$ cat src/design/sync_reset_regs.vh
// Constants for the post-configuration synchronous reset generator.
// Included by the reset generator design file only; definitions only.
`ifndef SYNC_RESET_REGS_VH
`define SYNC_RESET_REGS_VH

// Pulse flip-flop states
`define PULSE_IDLE 1'b0
`define PULSE_FIRE 1'b1

// Reset pulse length in reset loops (one loop, three system clock cycles of drive)
`define PULSE_CYCLES 2'h1

`endif

$ cat src/design/pin_sync.v
// Two-stage synchroniser for a single asynchronous level.
// Assumes the source is unrelated to sys_clk_i; reset value is a port-free
// constant chosen by parameter.
`timescale 1ns/1ps
`default_nettype none
module pin_sync #(
  parameter RESET_VAL = 1'b0
) (
  input wire sys_clk_i,
  input wire rst_n_i,
  input wire d_i,
  output wire q_o
);
  reg meta_r;
  reg sync_r;

  always @(posedge sys_clk_i) begin
    if (!rst_n_i) begin
      meta_r <= RESET_VAL;
      sync_r <= RESET_VAL;
    end else begin
      meta_r <= d_i;
      sync_r <= meta_r;
    end
  end

  assign q_o = sync_r;
endmodule
`default_nettype wire

$ cat src/design/post_config_sync_reset.v
// One-shot global reset generator aligned to the system clock, issued after
// device configuration completes. Drives an open-drain reset line that has
// an external pull-up; reads the line back to reset its own pulse flop.
// Assumes reset_line_i reads back the pad of that same line.
// Functional notes
// - Before activation user pins float with pull-up and all storage is reset.
// - Combinational enables evaluate during configuration, before activation.
// - Activation happens on a configuration clock rising edge, async to sys clk.
// - Chained devices activate on the same configuration clock edge.
// - While configuring, the low indicator sets the latch; the pulse flop is held idle.
// - After activation the latch keeps the flop input high until a clock.
// - The first system clock sets the flop and drives low; the next clears the latch.
// - The low line resets the chip and flop, then the line is released.
// - The latch is never set again while the indicator stays high.
// - The tristate control is active high: high floats, low drives.
`timescale 1ns/1ps
`default_nettype none
`include "sync_reset_regs.vh"
module post_config_sync_reset (
  input wire sys_clk_i,
  input wire rst_n_i,
  input wire config_in_progress_n_i,
  input wire configuration_clock_i,
  input wire reset_line_i,
  output reg reset_line_o,
  output reg reset_line_oe_o,
  output reg reset_line_tri_o,
  output reg chip_active_o,
  output reg global_reset_n_o
);
  wire cfg_done_s;
  wire configuration_clock_s;
  wire line_s;
  reg configuration_clock_d_r;
  reg active_r;
  reg latch_r;
  reg pulse_r;
  reg latch_nxt;
  reg pulse_nxt;
  reg active_nxt;
  reg release_nxt;
  wire configuration_clock_rise_s;

  pin_sync #(.RESET_VAL(1'b0)) u_cfg_sync (
    .sys_clk_i(sys_clk_i),
    .rst_n_i(rst_n_i),
    .d_i(config_in_progress_n_i),
    .q_o(cfg_done_s)
  );

  pin_sync #(.RESET_VAL(1'b0)) u_configuration_clock_sync (
    .sys_clk_i(sys_clk_i),
    .rst_n_i(rst_n_i),
    .d_i(configuration_clock_i),
    .q_o(configuration_clock_s)
  );

  // Line is pulled up, so its idle synchronised value is high
  pin_sync #(.RESET_VAL(1'b1)) u_line_sync (
    .sys_clk_i(sys_clk_i),
    .rst_n_i(rst_n_i),
    .d_i(reset_line_i),
    .q_o(line_s)
  );

  // Synchronised level against its copy one cycle older
  function rise_edge;
    input now_v;
    input last_v;
    begin
      rise_edge = now_v & ~last_v;
    end
  endfunction

  // Activation waits for a configuration clock rising edge once the
  // indicator has gone high; every device sharing that clock sees it.
  function next_active;
    input cfg_done_v;
    input configuration_clock_rise_v;
    input active_v;
    begin
      if (!cfg_done_v) begin
        next_active = 1'b0;
      end else if (configuration_clock_rise_v) begin
        next_active = 1'b1;
      end else begin
        next_active = active_v;
      end
    end
  endfunction

  // Set-reset latch: the indicator sets it, the pulse flop clears it.
  // Set wins, so a pulse cannot mask a fresh configuration.
  function next_latch;
    input cfg_done_v;
    input pulse_v;
    input latch_v;
    begin
      if (!cfg_done_v) begin
        next_latch = 1'b1;
      end else if (pulse_v) begin
        next_latch = 1'b0;
      end else begin
        next_latch = latch_v;
      end
    end
  endfunction

  // Pulse flop: held idle before activation and while the line is low
  function next_pulse;
    input active_v;
    input line_v;
    input latch_v;
    input pulse_v;
    begin
      if (!active_v || !line_v) begin
        next_pulse = `PULSE_IDLE;
      end else if (latch_v) begin
        next_pulse = `PULSE_FIRE;
      end else begin
        next_pulse = pulse_v;
      end
    end
  endfunction

  // Driver enable of the open-drain reset line
  function drive_en;
    input pulse_v;
    input active_v;
    begin
      drive_en = pulse_v & active_v;
    end
  endfunction

  // Internal storage runs only once active and while the line is high
  function chip_release;
    input active_v;
    input line_v;
    begin
      chip_release = active_v & line_v;
    end
  endfunction

  assign configuration_clock_rise_s = rise_edge(configuration_clock_s, configuration_clock_d_r);

  // Latch terms are evaluated even before activation so the driver enable
  // is already defined when outputs wake up.
  always @* begin
    active_nxt = next_active(cfg_done_s, configuration_clock_rise_s, active_r);
    latch_nxt = next_latch(cfg_done_s, pulse_r, latch_r);
    pulse_nxt = next_pulse(active_r, line_s, latch_r, pulse_r);
    release_nxt = chip_release(active_nxt, line_s);
  end

  // Delayed copy resets low, the idle level of the clock, so no false edge
  always @(posedge sys_clk_i) begin
    if (!rst_n_i) begin
      configuration_clock_d_r <= 1'b0;
    end else begin
      configuration_clock_d_r <= configuration_clock_s;
    end
  end

  // Activation is dropped only by a new configuration
  always @(posedge sys_clk_i) begin
    if (!rst_n_i) begin
      active_r <= 1'b0;
    end else begin
      active_r <= active_nxt;
    end
  end

  // Reset leaves the latch set so the first activation is armed
  always @(posedge sys_clk_i) begin
    if (!rst_n_i) begin
      latch_r <= 1'b1;
    end else begin
      latch_r <= latch_nxt;
    end
  end

  // Line readback ends the pulse, so no extra clock policy is needed;
  // the loop through the pin synchroniser sets the pulse length.
  always @(posedge sys_clk_i) begin
    if (!rst_n_i) begin
      pulse_r <= `PULSE_IDLE;
    end else begin
      pulse_r <= pulse_nxt;
    end
  end

  // Open drain: data stays low and only the enable moves.
  // Tristate high floats the line, low drives it.
  always @(posedge sys_clk_i) begin
    if (!rst_n_i) begin
      reset_line_o <= 1'b0;
      reset_line_oe_o <= 1'b0;
      reset_line_tri_o <= 1'b1;
    end else begin
      reset_line_o <= 1'b0;
      reset_line_oe_o <= drive_en(pulse_nxt, active_nxt);
      reset_line_tri_o <= ~drive_en(pulse_nxt, active_nxt);
    end
  end

  // Activation status seen by the rest of the chip
  always @(posedge sys_clk_i) begin
    if (!rst_n_i) begin
      chip_active_o <= 1'b0;
    end else begin
      chip_active_o <= active_nxt;
    end
  end

  // Whole chip stays reset before activation and while line is low
  always @(posedge sys_clk_i) begin
    if (!rst_n_i) begin
      global_reset_n_o <= 1'b0;
    end else begin
      global_reset_n_o <= release_nxt;
    end
  end
endmodule
`default_nettype wire

$ cat config.mk
export PLATFORM = sky130hd
export DESIGN_NAME = post_config_sync_reset
export DESIGN_NICKNAME = d
export VERILOG_FILES = /design/src/design/pin_sync.v /design/src/design/post_config_sync_reset.v
export VERILOG_INCLUDE_DIRS = /design/src /design/src/design
export SDC_FILE = /design/constraint.sdc
export NUM_CORES = 1
export LEC_CHECK = 0
export BUFFER_PORTS_ARGS = -buffer_cell sky130_fd_sc_hd__buf_2
export CAP_MARGIN = 40
export CORE_AREA = 5 5 43 45
export DETAILED_ROUTE_END_ITERATION = 6
export DIE_AREA = 0 0 48 50
export HOLD_SLACK_MARGIN = 0.15
export SLEW_MARGIN = 20
export SYNTH_ARGS = -nofsm -noshare
export SYNTH_HDL_FRONTEND = slang
export SYNTH_SLANG_ARGS = --single-unit
export TNS_END_PERCENT = 1
$ cat constraint.sdc
create_clock -name sys_clk_i -period 0.9 [get_ports sys_clk_i]
set_input_delay 0.09 -clock sys_clk_i [delete_from_list [all_inputs] [get_ports sys_clk_i]]
set_output_delay 0.09 -clock sys_clk_i [all_outputs]
set_load 0.1 [all_outputs]
==> results of run 1 <==
-- cells by family (layout without fill, tap and decap cells) --
logic type	count (synthesis)	count (layout)	synth area share [%]
other	1	1	0.954
and+or+nand+nor	13	13	21.3
DFF	13	13	66.2
AOI/OAI and AO/OA	4	4	6.69
buffers and inverters	4	20	4.78
-- layer usage --
layer / up-vias / share of wire (%)
li1: 140 / -
met1: 123 / 40
met2: 13 / 44
met3: 2 / 15
met4: 0 / 1.0
met5: - / 0
-- power by group through the flow --
stage,sequential [uW],combinational (uW),clock [uW]
floorplan,608,37.0,0
global placement,604,53.3,0
detailed placement,605,54.0,0
CTS,591,71.0,372
global route,593,78.9,402
finish,591,70.6,352
-- layout make-up --
type	instances	area (um^2)
fill	146	846
sequential	13	268
timing repair buffer	13	150
multi-input combinational	18	114
clock buffer	3	22.5
tap	16	20.0
inverter	3	11.3
clock inverter	1	5.00
-- metrics by stage --
stage	cell area (um^2)	hold WS [ns]	worst slack, ns	TNS (ns)
finish	591	0.136	0.00481	0
CTS	591	0.126	-0.0107	-0.0136
detailed placement	509	0.276	0.0952	0
floorplan	397	0.186	-0.123	-0.420
global route	591	0.152	-0.0288	-0.0561
global placement	509	0.268	0.113	0
-- sequential cells by signal, summed over array words and instances (netlist names) --
name and cells:
configuration_clock_d_r 1, u_cfg_sync.meta_r 1, reset_line_tri_o 1, u_configuration_clock_sync.meta_r 1
u_cfg_sync.q_o 1, global_reset_n_o 1, latch_r 1, reset_line_oe_o 1
u_line_sync.meta_r 1, next_latch.pulse_v 1, u_line_sync.q_o 1, u_configuration_clock_sync.q_o 1
chip_active_o 1
-- worst max-delay path by stage --
| stage | depth (start not counted) | slack, ns | to |
|---|---|---|---|
| 4_1_cts | 1 | -0.01 | chip_active_o |
| 2_1_floorplan | 2 | -0.12 | reset_line_tri_o |
| 3_5_place_dp | 2 | 0.1 | reset_line_tri_o |
| 6_report | 1 | 0.005 | chip_active_o |
| 5_1_grt | 1 | -0.03 | chip_active_o |
| 3_3_place_gp | 2 | 0.11 | reset_line_tri_o |
-- layout by cell type (no fill, tap or decap), types with 2 or more instances in the layout --
cell type and count:
buf_12 4, dfxtp_2 3, dlygate4sd3_1 5, nor2_1 2, and2_2 5, or2b_1 2, buf_2 4, clkbuf_4 3
a21oi_1 2, inv_1 3, dfxtp_1 9
-- timing repair --
item / 4_1_cts / 5_1_grt
gates resized for setup: 3 / 0
hold endpoints to repair: 6 / 1
hold buffers: 5 / 1
setup endpoints to repair: 4 / 7
==> summary.txt, run 1 <==
Clock network
  – CTS tree: done
  – Max Buffers Root-to-Sink: 2
  – Clock-pin slew on the worst setup and hold paths: 0.08 ns
  – Total CTS buffers: 3
  – Post-CTS Setup Inserts: 0
  – H-tree depth: 1
  – Worst skew pair latency: 0.27 ns
  – CTS Root Cell: clkbuf_4
  – CTS sink cnt: 13

Drt
  – Vias per Instance: a little over 4
  – WL/cell: 8.79 um
  – DR iter-0 viols: 3
  – WL final: between 500 and 600 um
  – Antenna Nets Post-Route: 0
  – Routed via count: around 280
  – DRT Pass-1 Iters: 4
  – Residual DRC: 0

Setup path
  – Arrival time of the worst setup path: 0.81 ns
  – R2R Path Start: chip_active_o
  – Setup CP Type: reg2out
  – Max FO, Critical Path: 3
  – CP max stage delay: between 0.3 and 0.4 ns
  – Startpoint Class: flip-flop
  – Worst path slowest cell: dfxtp_4
  – Endpoint class of the critical path: primary output
  – Worst setup path startpoint: chip_active_o
  – R2R setup slack: 0.09 ns
  – CP cell instances: buf_12
  – CP required: 0.81 ns
  – Worst Path Buf+Inv: 1
  – FF-to-FF End: reset_line_tri_o
  – Path depth of the worst reg2reg path: 2
  – Crit-path leading delay family: flip-flops

Hold path
  – Min-delay src: rst_n_i
  – Hold Crit Depth: 2
  – Hold Crit Endpoint: u_line_sync.q_o
  – Worst hold path type: in2reg

Global route
  – Met2 GRT Util: 8.37%
  – Total gr overflow: 0
  – Largest net degree at the start of global routing: 9
  – Vias in the first global route: 249
  – Met3 Track Usage GR: roughly 5.8%
  – Met1 Usage GRT: 7.19%
  – Busiest grt layer: met2
  – First-pass GRT wire length: ~1100 um
  – Initial antenna violation count: 0
  – Tot GR Track Use: 6.85%

Die
  – Standard-cell rows: 14
  – Die width: 48 um
  – DIE AREA: ~2400 um^2
  – DIE HEIGHT: 50 um
  – IO Count: 10
  – Starting Density: 27.4%
  – Core area: 1440 um^2

Synthesis
  – Area contributors post-synth: dfxtp_1 (66%), and2_2 (9.6%), or2b_1 (3.8%), inv_1 (2.9%), a21oi_1 (2.5%)
  – Synth unique cells: 14
  – Sequential fraction of the synthesis area: approximately 66%
  – Cell with the most instances after synthesis: dfxtp_1
  – Gate Count Post-Synth: 35
  – Syn Nets: 40
  – Top cells by count, synth: dfxtp_1 (13), and2_2 (5), inv_1 (3)
  – Avg Cell Area, Syn: 11.2 um^2
  – Syn Std Cell Area: 393 um^2
  – Area share of the largest cell type after synthesis: approximately two thirds
  – Post-synth top area cell: dfxtp_1
  – Warnings, synthesis: 0
  – Synthesized flop and latch total: 13
  – Post-synth EDFFs: 0
  – Main flop type after synthesis: dfxtp_1
  – Async set-reset flop share out of synthesis: 0%

Place
  – Port bufs: 8
  – GPL Wtd Cong: just under 0.6
  – Final HPWL DP: a little under 400 um
  – Cells after DPL: 58

Layout
  – Non-Filler Instances: 67
  – Synthesis-to-finish area growth: 50.3%
  – ANT cells: 0
  – Share of post-route cells with drive strength above 1: 45.1%
  – Finished Core Util: 41.1%
  – Fin nets: 57

STA
  – RSZ-0062 raised after global routing: yes
  – Final Max Slew Viols: 0
  – Final min period: 0.895 ns
  – Max Clk Rate: 1120 MHz
  – Worst clock skew: 0.00393 ns
  – Final worst-path cycle share: 99.5%
  – Final setup fails: 0
  – Final Hold Fails: 0

Pwr
  – Power after layout: 1010 uW
  – Cell-internal power: 784 uW
  – Sw Pwr: between 200 and 250 uW
  – Sequential power share: between 50 and 60%
  – Clock power frac: 34.7%
  – P per Cell Area: 1720 nW/um^2
  – Peak supply drop: 0.906 mV
  – Sw Share: 22.6%
  – Comb pwr share: 7.0%
  – Lkg Pwr: 0.000239 uW

Run
  – MaxCap Viol Count: 0

Outcome
  – Status: completed
Power figures use the tool's default switching activity.
==> run 2, diff against run 1 <==
Settings changed: REMOVE_ABC_BUFFERS set to 1.
==> run 2 against run 1 <==
First-iteration DRC count is 100% lower. Sequential power about the same. Register-to-register slack barely moved. Maximum frequency rose by 0.98%. Utilization down 0.61 points. Count of clock-buffer cells in the layout up 1. Largest power group unchanged.
==> summary.txt, run 2 (synthesis results as in run 1) <==
Clock network
  – H-tree depth: 1
  – CTS sink cnt: 13
  – Max Buffers Root-to-Sink: 2
  – CTS tree: done
  – Total CTS buffers: 3
  – CTS Root Cell: clkbuf_4
  – Worst skew pair latency: 0.26 ns
  – Clock-pin slew on the worst setup and hold paths: 0.07 ns

Die
  – Die width: 48 um
  – IO Count: 10
  – Starting Density: a little over a quarter
  – Core area: 1440 um^2
  – DIE HEIGHT: 50 um
  – DIE AREA: between 2000 and 2500 um^2
  – Standard-cell rows: 14

Layout
  – Share of post-route cells with drive strength above 1: between 40 and 50%
  – ANT cells: 0
  – Most frequent cells in the layout: dfxtp_1 (9), and2_2 (5), buf_2 (4), buf_12 (4)
  – Fin nets: 56
  – Fillcell total: 148
  – Most common cell after layout, fill and taps aside: dfxtp_1
  – Synthesis-to-finish area growth: 48.1%
  – Non-Filler Instances: 66

Pwr
  – Power after layout: around 1000 uW
  – Sw Share: 20.6%
  – Peak supply drop: 1.06 mV
  – P per Cell Area: between 1500 and 2000 nW/um^2
  – Sw Pwr: 205 uW
  – Clock power frac: between 30% and 40%
  – Comb pwr share: roughly 6.8%
  – Sequential power share: 59.5%
  – Lkg Pwr: 0.000241 uW
  – Cell-internal power: ~790 uW

Global route
  – Tot GR Track Use: 6.23%
  – Vias in the first global route: between 200 and 300
  – Total gr overflow: 0
  – Initial antenna violation count: 0
  – Largest net degree at the start of global routing: 10
  – First-pass GRT wire length: approximately 1000 um

Hold path
  – Worst hold path type: in2reg
  – Min-delay src: rst_n_i

Setup path
  – CP max stage delay: approximately 0.37 ns
  – CP required: 0.81 ns
  – Crit-path leading delay family: flip-flops
  – Setup CP Type: reg2out
  – Endpoint class of the critical path: primary output
  – Max FO, Critical Path: 3
  – CP cell instances: buf_12
  – Worst setup path startpoint: chip_active_o
  – Worst path slowest cell: dfxtp_4
  – Startpoint Class: flip-flop
  – Worst Path Buf+Inv: 1
  – Arrival time of the worst setup path: approximately 0.80 ns
  – R2R Path Start: chip_active_o

STA
  – Final setup fails: 0
  – Min setup slack post-route: 0.0135 ns
  – Worst clock skew: 0.00180 ns
  – Final min period: 0.886 ns
  – Final Max Slew Viols: 0
  – Max Clk Rate: 1130 MHz
  – Final Hold Fails: 0
  – Final worst-path cycle share: 98.5%
  – Setup TNS: 0 ns
  – RSZ-0062 raised after global routing: yes
  – Worst hold slack: 0.143 ns

Place
  – Pre-CTS WS: 0.125 ns
  – Port bufs: 8
  – Cells after DPL: a little under 60
  – GPL Wtd Cong: 0.641

Drt
  – WL/cell: 8.47 um
  – Vias per Instance: between 3 and 4
  – DR iter-0 viols: 0
  – Routed via count: approximately 260
  – DRT Pass-1 Iters: 1
  – Antenna Nets Post-Route: 0
  – WL final: 559 um
  – Residual DRC: 0

Outcome
  – Status: completed

Run
  – MaxCap Viol Count: 0
## run 2: what timing repair did
item                       CTS  global route
cloned                       0             0
gates resized for setup      4             2
setup endpoints to repair    4             3
buffers inserted             0             0
hold buffers                 4             0
pin swaps                    0             0
hold endpoints to repair     5             0
## run 2: worst paths after layout
check,cells past startpoint,endpoint,slack [ns]
max,1,chip_active_o,0.01
max reg2reg,2,reset_line_tri_o,0.10
min,2,u_line_sync.q_o,0.14
min reg2reg,1,u_line_sync.q_o,0.40
## run 2: area by class of cell
class                           instances  area [um^2]  share of cell area (%)
Clock buffer                            4         26.3                    4.52
Inverter                                3         11.3                    1.94
Multi-Input combinational cell         18          114                    19.6
Sequential cell                        13          268                    46.0
Tap cell                               16         20.0                    3.44
Timing Repair Buffer                   12          143                    24.5
## run 2: stage by stage
step                      instance area [um^2]  util (%)
after floorplan                            385         -
after detailed placement                   513      35.7
after CTS                                  577      40.2
after global routing                       582      40.5
after global placement                     513      35.7
final                                      582      40.5
## run 2: power by group through the flow
| stage | Combinational, uW | Clock (uW) | Sequential [uW] |
|---|---|---|---|
| 2_1_floorplan | 33.6 | 0 | 610 |
| 3_3_place_gp | 53.8 | 0 | 607 |
| 3_5_place_dp | 55.0 | 0 | 607 |
| 4_1_cts | 67.7 | 363 | 594 |
| 5_1_grt | 75.6 | 380 | 593 |
| 6_report | 67.9 | 335 | 591 |
## run 2: per-layer routing
layer | vias to the layer above | GRT usage [%] | share of wire, %
met2 | 9 | 8.37 | 48
met4 | 0 | 6.73 | 2.1
met1 | 115 | 6.77 | 40
met5 | - | 0 | 0
li1 | 135 | - | -
met3 | 2 | 2.18 | 9.3
